## config.mk

```make
export PLATFORM = sky130hd
export DESIGN_NAME = slptg_top
export DESIGN_NICKNAME = d
export VERILOG_FILES = /design/src/hdl/slptg_pkg.sv /design/src/hdl/slptg_pn.sv /design/src/hdl/slptg_top.sv
export SDC_FILE = /design/constraint.sdc
export NUM_CORES = 1
export LEC_CHECK = 0
export BUFFER_PORTS_ARGS = -buffer_cell sky130_fd_sc_hd__buf_2
export CORE_AREA = 5 5 207 209
export DETAILED_ROUTE_END_ITERATION = 16
export DIE_AREA = 0 0 212 214
export GPL_TIMING_DRIVEN = 0
export HOLD_SLACK_MARGIN = 0.06
export SLEW_MARGIN = 10
export SYNTH_ARGS = -nofsm -noshare
export SYNTH_HDL_FRONTEND = slang
export SYNTH_SLANG_ARGS = --single-unit
export TNS_END_PERCENT = 30
```

## constraint.sdc

```tcl
create_clock -name clk_sys_in -period 2.7 [get_ports clk_sys_in]
set_input_delay 0.135 -clock clk_sys_in [delete_from_list [all_inputs] [get_ports clk_sys_in]]
set_output_delay 0.135 -clock clk_sys_in [all_outputs]
set_load 0.02 [all_outputs]
```

## src/hdl/slptg_pkg.sv

```systemverilog
// constants, types and helper functions of the serial link test pattern generator
// Notes on behaviour
// four-bit selector: off, checkerboard, word toggle; writing off here keeps a running test, only soft reset ends it
// two-bit injection field picks pattern entry point
// soft reset 0x81 at address zero, self cleared
// transport sample test sends raw converter samples
// codes three to seven select PN sequences
// ramp counts per word, width follows injection
// repeat mode cycles four user patterns forever
// single mode sends four patterns then zeros
// user patterns come from eight configuration bytes
// sample input: both samples equal, per frame
// ten-bit input: per symbol, user bits high ten
// eight-bit input: per octet, user bits fifteen-nine
// three-bit field selects link layer test sequences
// software masks sync request during link tests
// stages before injection point bypassed during test
package slptg_pkg;

   // ==========================================================
   // register map
   localparam logic [11:0] SLPTG_ADDR_SOFT_RST = 12'h0000;
   localparam logic [11:0] SLPTG_ADDR_TPL_TEST = 12'h0571;
   localparam logic [11:0] SLPTG_ADDR_SYNC_CTL = 12'h0572;
   localparam logic [11:0] SLPTG_ADDR_ITS_SEL  = 12'h0573;
   localparam logic [11:0] SLPTG_ADDR_DLL_SEL  = 12'h0574;
   localparam logic [11:0] SLPTG_ADDR_UP_FIRST = 12'h0551;
   localparam logic [11:0] SLPTG_ADDR_UP_LAST  = 12'h0558;
   localparam logic [7:0]  SLPTG_REG_RESET     = 8'h00;
   localparam logic [7:0]  SLPTG_SOFT_RST_MASK = 8'h81;

   // ==========================================================
   // field positions
   localparam int SLPTG_ITS_CODE_LSB  = 0;
   localparam int SLPTG_ITS_INJ_LSB   = 4;
   localparam int SLPTG_TPL_TEST_BIT  = 5;
   localparam int SLPTG_SYNC_IGN_LSB  = 6;
   localparam logic [1:0] SLPTG_SYNC_IGN_VAL = 2'h3;

   // ==========================================================
   // interface test codes and injection points
   localparam logic [3:0] SLPTG_CODE_OFF      = 4'h0;
   localparam logic [3:0] SLPTG_CODE_CHECKER  = 4'h1;
   localparam logic [3:0] SLPTG_CODE_TOGGLE   = 4'h2;
   localparam logic [3:0] SLPTG_CODE_PN_FIRST = 4'h3;
   localparam logic [3:0] SLPTG_CODE_PN_LAST  = 4'h7;
   localparam logic [3:0] SLPTG_CODE_RAMP     = 4'h8;
   localparam logic [3:0] SLPTG_CODE_USER_REP = 4'hE;
   localparam logic [3:0] SLPTG_CODE_USER_ONE = 4'hF;
   localparam logic [1:0] SLPTG_INJ_TPL       = 2'h0;
   localparam logic [1:0] SLPTG_INJ_PHY       = 2'h1;
   localparam logic [1:0] SLPTG_INJ_SCR       = 2'h2;

   // ==========================================================
   // pattern words and unit widths
   localparam logic [15:0] SLPTG_CHECK_A  = 16'h5555;
   localparam logic [15:0] SLPTG_CHECK_B  = 16'hAAAA;
   localparam logic [15:0] SLPTG_ZERO_W   = 16'h0000;
   localparam logic [15:0] SLPTG_ONES_W   = 16'hFFFF;
   localparam logic [4:0]  SLPTG_W_TPL    = 5'h10;
   localparam logic [4:0]  SLPTG_W_PHY    = 5'h0A;
   localparam logic [4:0]  SLPTG_W_SCR    = 5'h08;
   localparam int          SLPTG_NUM_PN   = 5;
   localparam int          SLPTG_NUM_UP   = 8;

   // ==========================================================
   // PN polynomials (length, second tap) and seeds, in code order
   localparam int SLPTG_PN_LEN [0:4] = '{31, 23, 15, 9, 7};
   localparam int SLPTG_PN_TAP [0:4] = '{28, 18, 14, 5, 6};
   localparam logic [30:0] SLPTG_PN_SEED [0:4] = '{31'h0003_AFFF, 31'h0000_3AFF, 31'h0000_03AF,
                                                  31'h0000_0092, 31'h0000_0007};

   // user pattern sequencer
   typedef enum {SLPTG_US_P1, SLPTG_US_P2, SLPTG_US_P3, SLPTG_US_P4, SLPTG_US_DONE} slptg_user_t;

   // code belongs to the PN group
   function automatic logic slptg_is_pn(input logic [3:0] code);
      return (code >= SLPTG_CODE_PN_FIRST) && (code <= SLPTG_CODE_PN_LAST);
   endfunction

   // code belongs to the user pattern group
   function automatic logic slptg_is_user(input logic [3:0] code);
      return (code == SLPTG_CODE_USER_REP) || (code == SLPTG_CODE_USER_ONE);
   endfunction

endpackage

```

## src/hdl/slptg_pn.sv

```systemverilog
// one PN generator: two-tap Fibonacci LFSR stepping a variable number of bits per unit
`timescale 1ns/10ps
`default_nettype none
module slptg_pn #(
   parameter int          LEN  = 9,
   parameter int          TAP  = 5,
   parameter logic [30:0] SEED = 31'h0000_0092
) (
   input  wire logic        clk_sys_in,
   input  wire logic        rst_n_in,
   input  wire logic        load_in,
   input  wire logic        adv_in,
   input  wire logic [4:0]  nbits_in,
   output logic      [15:0] word_out
);
   logic [LEN-1:0] state_q;
   logic [LEN-1:0] state_d;

   // first bit of the unit lands in the word's msb; the seed's lsb leaves first
   always_comb begin
      logic [LEN-1:0] s;
      s = state_q;
      word_out = 16'h0000;
      for (int i = 0; i < 16; i++) begin
         if (i < int'(nbits_in)) begin
            word_out[15-i] = s[0];
            s = {s[0] ^ s[LEN-TAP], s[LEN-1:1]};
         end
      end
      state_d = s;
   end

   // seed on restart, advance one unit per strobe
   always_ff @(posedge clk_sys_in or negedge rst_n_in) begin
      if (!rst_n_in) begin
         state_q <= SEED[LEN-1:0];
      end else if (load_in) begin
         state_q <= SEED[LEN-1:0];
      end else if (adv_in) begin
         state_q <= state_d;
      end
   end
endmodule
`default_nettype wire

```

## src/hdl/slptg_top.sv

```systemverilog
// test pattern generator of the serial link transmit path, with its control registers
`timescale 1ns/10ps
`default_nettype none
module slptg_top (
   input  wire logic        clk_sys_in,
   input  wire logic        rst_n_in,
   // register port
   input  wire logic        reg_wr_in,
   input  wire logic        reg_rd_in,
   input  wire logic [11:0] reg_addr_in,
   input  wire logic [7:0]  reg_wdata_in,
   output logic      [7:0]  reg_rdata_out,
   output logic             reg_rvalid_out,
   // data path
   input  wire logic [15:0] sample_in,
   input  wire logic        unit_adv_in,
   input  wire logic        link_sync_request_input_in,
   output logic      [15:0] tpl_data_out,
   output logic             tpl_sel_out,
   output logic      [9:0]  phy_data_out,
   output logic             phy_sel_out,
   output logic      [7:0]  scr_data_out,
   output logic             scr_sel_out,
   output logic             pre_bypass_out,
   output logic      [2:0]  dll_test_sel_out,
   output logic             link_sync_request_out
);
   import slptg_pkg::*;

   // ==========================================================
   // register state
   logic [7:0]  soft_reset_config_q;
   logic [7:0]  transport_sample_test_ctrl_q;
   logic [7:0]  link_sync_input_ctrl_q;
   logic [7:0]  interface_test_select_q;
   logic [7:0]  link_layer_test_select_q;
   logic [7:0]  user_byte_q [0:SLPTG_NUM_UP-1];
   logic [3:0]  eff_code_q;
   logic        restart_q;

   // ==========================================================
   // register decode
   wire         wr_soft   = reg_wr_in && (reg_addr_in == SLPTG_ADDR_SOFT_RST);
   wire         soft_rst  = wr_soft && ((reg_wdata_in & SLPTG_SOFT_RST_MASK) == SLPTG_SOFT_RST_MASK);
   wire         wr_tpl    = reg_wr_in && (reg_addr_in == SLPTG_ADDR_TPL_TEST);
   wire         wr_sync   = reg_wr_in && (reg_addr_in == SLPTG_ADDR_SYNC_CTL);
   wire         wr_its    = reg_wr_in && (reg_addr_in == SLPTG_ADDR_ITS_SEL);
   wire         wr_dll    = reg_wr_in && (reg_addr_in == SLPTG_ADDR_DLL_SEL);
   wire         in_up     = (reg_addr_in >= SLPTG_ADDR_UP_FIRST) && (reg_addr_in <= SLPTG_ADDR_UP_LAST);
   wire  [11:0] up_off    = reg_addr_in - SLPTG_ADDR_UP_FIRST;
   wire  [2:0]  up_idx    = up_off[2:0];
   wire  [3:0]  wr_code   = reg_wdata_in[SLPTG_ITS_CODE_LSB +: 4];
   wire  [1:0]  inj       = interface_test_select_q[SLPTG_ITS_INJ_LSB +: 2];
   wire         tpl_test  = transport_sample_test_ctrl_q[SLPTG_TPL_TEST_BIT];

   // read data selection, unmapped addresses read zero
   wire  [7:0]  rd_mux =
      (reg_addr_in == SLPTG_ADDR_SOFT_RST) ? soft_reset_config_q :
      (reg_addr_in == SLPTG_ADDR_TPL_TEST) ? transport_sample_test_ctrl_q :
      (reg_addr_in == SLPTG_ADDR_SYNC_CTL) ? link_sync_input_ctrl_q :
      (reg_addr_in == SLPTG_ADDR_ITS_SEL)  ? interface_test_select_q :
      (reg_addr_in == SLPTG_ADDR_DLL_SEL)  ? link_layer_test_select_q :
      in_up                                ? user_byte_q[up_idx] :
                                             SLPTG_REG_RESET;

   // control registers; soft reset returns all to defaults
   always_ff @(posedge clk_sys_in or negedge rst_n_in) begin
      if (!rst_n_in) begin
         soft_reset_config_q          <= SLPTG_REG_RESET;
         transport_sample_test_ctrl_q <= SLPTG_REG_RESET;
         link_sync_input_ctrl_q       <= SLPTG_REG_RESET;
         interface_test_select_q      <= SLPTG_REG_RESET;
         link_layer_test_select_q     <= SLPTG_REG_RESET;
      end else if (soft_rst) begin
         soft_reset_config_q          <= SLPTG_REG_RESET;
         transport_sample_test_ctrl_q <= SLPTG_REG_RESET;
         link_sync_input_ctrl_q       <= SLPTG_REG_RESET;
         interface_test_select_q      <= SLPTG_REG_RESET;
         link_layer_test_select_q     <= SLPTG_REG_RESET;
      end else begin
         if (wr_soft) soft_reset_config_q <= reg_wdata_in & ~SLPTG_SOFT_RST_MASK;
         if (wr_tpl)  transport_sample_test_ctrl_q <= reg_wdata_in;
         if (wr_sync) link_sync_input_ctrl_q <= reg_wdata_in;
         if (wr_its)  interface_test_select_q <= reg_wdata_in;
         if (wr_dll)  link_layer_test_select_q <= reg_wdata_in;
      end
   end

   // user pattern bytes, low byte at the even offset from the first address
   genvar g;
   generate
      for (g = 0; g < SLPTG_NUM_UP; g++) begin : g_up
         always_ff @(posedge clk_sys_in or negedge rst_n_in) begin
            if (!rst_n_in) begin
               user_byte_q[g] <= SLPTG_REG_RESET;
            end else if (soft_rst) begin
               user_byte_q[g] <= SLPTG_REG_RESET;
            end else if (reg_wr_in && in_up && (up_idx == 3'(g))) begin
               user_byte_q[g] <= reg_wdata_in;
            end
         end
      end
   endgenerate

   // running code: a zero code does not end a test, only a soft reset does
   always_ff @(posedge clk_sys_in or negedge rst_n_in) begin
      if (!rst_n_in) begin
         eff_code_q <= SLPTG_CODE_OFF;
         restart_q  <= 1'b0;
      end else begin
         restart_q <= wr_its || soft_rst;
         if (soft_rst) begin
            eff_code_q <= SLPTG_CODE_OFF;
         end else if (wr_its && (wr_code != SLPTG_CODE_OFF)) begin
            eff_code_q <= wr_code;
         end
      end
   end

   // ==========================================================
   // pattern state
   wire         active   = (eff_code_q != SLPTG_CODE_OFF);
   wire         adv      = active && unit_adv_in && !restart_q;
   wire  [4:0]  nbits    = (inj == SLPTG_INJ_PHY) ? SLPTG_W_PHY :
                           (inj == SLPTG_INJ_SCR) ? SLPTG_W_SCR : SLPTG_W_TPL;
   wire  [3:0]  pn_off   = eff_code_q - SLPTG_CODE_PN_FIRST;
   wire  [2:0]  pn_idx   = pn_off[2:0];
   wire  [15:0] pn_word [0:SLPTG_NUM_PN-1];
   logic        phase_q;
   logic [15:0] ramp_q;
   slptg_user_t user_q;
   slptg_user_t user_d;

   // one PN generator per polynomial, only the selected one advances
   generate
      for (g = 0; g < SLPTG_NUM_PN; g++) begin : g_pn
         slptg_pn #(
            .LEN  (SLPTG_PN_LEN[g]),
            .TAP  (SLPTG_PN_TAP[g]),
            .SEED (SLPTG_PN_SEED[g])
         ) u_pn (
            .clk_sys_in (clk_sys_in),
            .rst_n_in   (rst_n_in),
            .load_in    (restart_q),
            .adv_in     (adv && slptg_is_pn(eff_code_q) && (pn_idx == 3'(g))),
            .nbits_in   (nbits),
            .word_out   (pn_word[g])
         );
      end
   endgenerate

   // user sequencer: repeat wraps to the first, single parks on zeros
   always_comb begin
      case (user_q)
         SLPTG_US_P1:   user_d = SLPTG_US_P2;
         SLPTG_US_P2:   user_d = SLPTG_US_P3;
         SLPTG_US_P3:   user_d = SLPTG_US_P4;
         SLPTG_US_P4:   user_d = (eff_code_q == SLPTG_CODE_USER_ONE) ? SLPTG_US_DONE : SLPTG_US_P1;
         SLPTG_US_DONE: user_d = SLPTG_US_DONE;
         default:       user_d = SLPTG_US_P1;
      endcase
   end

   // unit counters step once per frame, symbol or octet
   always_ff @(posedge clk_sys_in or negedge rst_n_in) begin
      if (!rst_n_in) begin
         phase_q <= 1'b0;
         ramp_q  <= SLPTG_ZERO_W;
         user_q  <= SLPTG_US_P1;
      end else if (restart_q) begin
         phase_q <= 1'b0;
         ramp_q  <= SLPTG_ZERO_W;
         user_q  <= SLPTG_US_P1;
      end else if (adv) begin
         phase_q <= ~phase_q;
         ramp_q  <= ramp_q + 16'h0001;
         user_q  <= user_d;
      end
   end

   // ==========================================================
   // pattern word selection
   wire  [15:0] user_word =
      (user_q == SLPTG_US_P1) ? {user_byte_q[1], user_byte_q[0]} :
      (user_q == SLPTG_US_P2) ? {user_byte_q[3], user_byte_q[2]} :
      (user_q == SLPTG_US_P3) ? {user_byte_q[5], user_byte_q[4]} :
      (user_q == SLPTG_US_P4) ? {user_byte_q[7], user_byte_q[6]} : SLPTG_ZERO_W;
   wire         is_ramp  = (eff_code_q == SLPTG_CODE_RAMP);
   wire         is_user  = slptg_is_user(eff_code_q);
   wire  [15:0] pat_word =
      (eff_code_q == SLPTG_CODE_CHECKER) ? (phase_q ? SLPTG_CHECK_B : SLPTG_CHECK_A) :
      (eff_code_q == SLPTG_CODE_TOGGLE)  ? (phase_q ? SLPTG_ONES_W : SLPTG_ZERO_W) :
      slptg_is_pn(eff_code_q)            ? pn_word[pn_idx] :
      is_ramp                            ? ramp_q :
      is_user                            ? user_word : SLPTG_ZERO_W;

   // per injection point formatting
   wire  [9:0]  phy_pat  = is_ramp ? ramp_q[9:0] : pat_word[15:6];
   wire  [7:0]  scr_pat  = is_ramp ? ramp_q[7:0] :
                           is_user ? {1'b0, pat_word[15:9]} : pat_word[15:8];
   wire         tpl_pat  = active && (inj == SLPTG_INJ_TPL);
   wire         phy_pat_on = active && (inj == SLPTG_INJ_PHY);
   wire         scr_pat_on = active && (inj == SLPTG_INJ_SCR);
   wire  [15:0] tpl_d    = tpl_pat ? pat_word : sample_in;
   wire         sync_ign = (link_sync_input_ctrl_q[SLPTG_SYNC_IGN_LSB +: 2] == SLPTG_SYNC_IGN_VAL);

   // registered outputs; downstream stages treat the pattern as data
   always_ff @(posedge clk_sys_in or negedge rst_n_in) begin
      if (!rst_n_in) begin
         reg_rdata_out         <= SLPTG_REG_RESET;
         reg_rvalid_out        <= 1'b0;
         tpl_data_out          <= SLPTG_ZERO_W;
         tpl_sel_out           <= 1'b0;
         phy_data_out          <= 10'h000;
         phy_sel_out           <= 1'b0;
         scr_data_out          <= 8'h00;
         scr_sel_out           <= 1'b0;
         pre_bypass_out        <= 1'b0;
         dll_test_sel_out      <= 3'h0;
         link_sync_request_out <= 1'b0;
      end else begin
         reg_rdata_out         <= reg_rd_in ? rd_mux : SLPTG_REG_RESET;
         reg_rvalid_out        <= reg_rd_in;
         tpl_data_out          <= tpl_d;
         tpl_sel_out           <= tpl_pat || tpl_test;
         phy_data_out          <= phy_pat;
         phy_sel_out           <= phy_pat_on;
         scr_data_out          <= scr_pat;
         scr_sel_out           <= scr_pat_on;
         pre_bypass_out        <= active;
         dll_test_sel_out      <= link_layer_test_select_q[2:0];
         link_sync_request_out <= link_sync_request_input_in && !sync_ign;
      end
   end
endmodule
`default_nettype wire

```

==> impl_metrics.csv <==
group,metric,value,unit
outcome,status,"finished, final reports clean",
detailed_routing,drtAntennaViolNets,0,
clocking,cts_htree_levels,1,
placement,hpwl,44200,microns
detailed_routing,drtIter0Drc,1782,
timing,fin_skew,0.0274,ns
synth,syn-num-nets,1753,
floorplan,io_pins,93,
synth,synthArstFlopShare,100,%
power_and_ir_drop,power_leakage,0.00848,uW
clocking,cts_buffers,30,
timing,setup_viol_count_final,0,
finish,fin_nets,1925,
finish,fill_cells,3889,
grt,grt_use_met3,4.49,%
clocking,clock_path_buffers,3,
clocking,clk_pin_slew,0.07,ns
grt,grt_max_degree,111,
synth,synth_top_area_share,34.4,%
synth,ys_types,86,
worst_setup_path,start_kind,"flop",
worst_setup_path,end_kind,"flop",
clocking,cts_root_buffer,"clkbuf_16",
grt,grt_pass1_vias,14700,
worst_setup_path,crit_fanout,8,
grt,grt_util_met2,40.2,%
timing,timing.final.crit_period,2.66,ns
clocking,clk_latency,0.60,ns
timing,max_freq,376,MHz
finish,syn_to_final_growth,18.4,%
detailed_routing,drc_errors,0,
synth,yosys.area.top_type,"dfrtp_1",
detailed_routing,vias,14800,
placement,gp_congestion,0.981,
synth,ys_warn_count,0,
floorplan,die_area,45400,sq um
floorplan,rows,74,
grt,grt_use_met1,37.3,%
grt,grt_usage,26.0,%
detailed_routing,dr.pass1.iters,5,
timing,post-route-period-util,98.6,%
synth,synth_flop_cell,"dfrtp_1",
detailed_routing,viasPerCell,6.12,
clocking,clkSinkCount,263,
floorplan,coreArea,40600,sq um
timing,worst_pin_slew,0.882,ns
grt,grt_pass1_wl,92200,microns
synth,synth_area_per_cell,9.51,sq um
synth,yosysSeqAreaShare,41.2,%
timing,rsz0062_at_grt,"yes",
finish,multiInputGateArea,8990,sq um
floorplan,initial_core_util,39.6,%
power_and_ir_drop,ir_worst_vdd,0.449,mV
synth,synth_area,16100,sq um
run,maxCapViolations,0,
clocking,cts_tree,"built",
grt,overflow,0,
detailed_routing,wl_per_cell,25.3,microns
placement,port_buffers,91,
floorplan,die_h,214,microns
placement,placed_cell_area,17300,sq um
timing,max-slew-margin-rel,41.2,%
synth,ys_ff_latch,263,
grt,grt_antenna_before_repair,2,
finish,ff_latch_area,6640,sq um
timing,tns,0,ns
timing,finalMaxSlewViolations,0,
worst_setup_path,cp.required,3.16,ns
synth,synth-edff-count,0,
worst_setup_path,setup.worst_path.class,"flop to flop",
finish,drive_gt1_share,21.3,%
detailed_routing,routed_wl,61100,microns
power_and_ir_drop,p_per_area,466,nW/um^2
min_path,min_path_type,"primary input to asynchronous set/reset pin",
grt,busiest_layer,"met2",
worst_setup_path,cp.arrival,3.12,ns
floorplan,die_w,212,microns
synth,yosys-top-cells-area,"dfrtp_1, mux2i_1, dfstp_2, mux4_2, o21ai_0",
finish,fin_area,19000,sq um
synth,netlist_instances,1691,
power_and_ir_drop,fin_total_pwr,8860,uW
timing,hold_viol,0,
-- cell type report --
| cell class | count | share of cell area [%] |
|---|---|---|
| tap | 532 | 3.50 |
| clock buffer | 40 | 4.46 |
| timing repair buffer | 141 | 5.03 |
| sequential | 263 | 34.9 |
| clock inverter | 15 | 0.743 |
| multi-input combinational | 1272 | 47.2 |
| inverter | 21 | 0.434 |
| antenna | 2 | 0.0263 |
| buffer | 134 | 3.77 |
-- layout by cell type (no fill, tap or decap), types with 14 or more instances in the layout --
cell type and count:
a211o_1 15, dfstp_2 42, o21ai_0 144, xor2_1 67, mux2_2 16, a22o_1 18
dlygate4sd3_1 29, and2_1 14, clkbuf_1 58, o211ai_1 33, nor2_1 122, buf_4 30
nor3_1 25, nand2b_1 17, nand4_1 17, buf_2 115, a21oi_1 59, ha_1 16
mux4_2 40, a211oi_1 20, xnor2_1 30, dfrtp_1 220, nand3_1 111, nand2_1 192
mux2i_1 107, inv_1 16, clkbuf_2 20, clkbuf_16 30
-- through the flow --
stage / setup slack, ns / util [%] / hold WS [ns] / std cells
detailed placement: -1.05 / 42.5 / 0.150 / 2316
CTS: 0.00668 / 46.3 / 0.0997 / 2405
global route: -0.0393 / 46.8 / 0.112 / 2418
floorplan: 0.0737 / - / -0.161 / 1691
global placement: -3.46 / 42.3 / 0.303 / 2314
finish: 0.0388 / 46.8 / 0.0972 / 2420
-- flip-flops by register name (all words and copies together), names as in the netlist, 3 cells and up --
signal and cells:
user_q 3, link_layer_test_select_q 8, soft_reset_config_q 6, transport_sample_test_ctrl_q 8
scr_data_out 8, phy_data_out 10, link_sync_input_ctrl_q 8, reg_rdata_out 8
tpl_data_out 16, eff_code_q 4, interface_test_select_q 8, dll_test_sel_out 3
ramp_q 16, g_pn.u_pn.state_q 85, user_byte_q 64
-- cell usage after synthesis (25+ instances only) --
| cell type | instances |
|---|---|
| a21oi_1 | 60 |
| dfrtp_1 | 221 |
| nor3_1 | 25 |
| o21ai_0 | 149 |
| o211ai_1 | 33 |
| clkbuf_1 | 82 |
| xor2_1 | 68 |
| nand3_1 | 113 |
| dfstp_2 | 42 |
| nor2_1 | 124 |
| buf_2 | 34 |
| mux2i_1 | 112 |
| mux4_2 | 40 |
| xnor2_1 | 30 |
| nand2_1 | 193 |
-- metal layers --
metal / vias up / routed length [microns]
met5: - / 0
met4: 0 / 2460
met3: 154 / 5430
met2: 821 / 27700
met1: 7359 / 25500
li1: 6481 / -
-- final timing paths --
path	from	end	slack, ns	cells past startpoint
worst min register to register	link_layer_test_select_q[1]	dll_test_sel_out[1]	0.42	0
worst min-delay path	rst_n_in	g_pn[1].u_pn.state_q[15]	0.1	2
worst max register to register	eff_code_q[0]	tpl_data_out[6]	0.04	10
min in group clk_sys_in	reg_addr_in[4]	soft_reset_config_q[3]	0.11	6
max in group asynchronous	rst_n_in	user_byte_q[52]	1.21	4
worst max-delay path	eff_code_q[0]	tpl_data_out[6]	0.04	10
-- cell families (layout without fill, tap and decap cells) --
family,Yosys count,in the layout,share of synthesized area (%)
buffers and inverters,156,351,4.07
AOI/OAI and AO/OA,405,405,16.6
adders and majority gates,20,20,1.56
muxes,168,168,13.7
and+or+nand+nor,576,576,16.8
DFF,263,263,41.2
xor gates and xnor gates,103,103,6.04
other,0,2,0
-- worst max-delay path, stage by stage, from the launching register on --
cell and delay, ns:
dfrtp_2 0.42, buf_8 0.15, clkinvlp_4 0.12, buf_4 0.15, ha_2 0.23, o211ai_1 0.42
nor2_4 0.09, buf_4 0.15, a221o_1 0.37, a41oi_2 0.31, o31ai_2 0.12
-- timing repair --
item                                    4_1_cts  5_1_grt
resized for setup                            77       57
hold endpoints to repair                    167        0
setup buffers                                 6       13
hold buffers                                 29        0
pin swaps                                     6       13
endpoints found under the setup margin      177      176
-- power by group --
group | switching, uW | leakage, uW | internal, uW
Clock | 1770 | 0.000475 | 2310
Combinational | 452 | 0.00455 | 254
Sequential | 67.7 | 0.00346 | 4010
Total | 2290 | 0.00848 | 6570
Power figures use the tool's default switching activity.
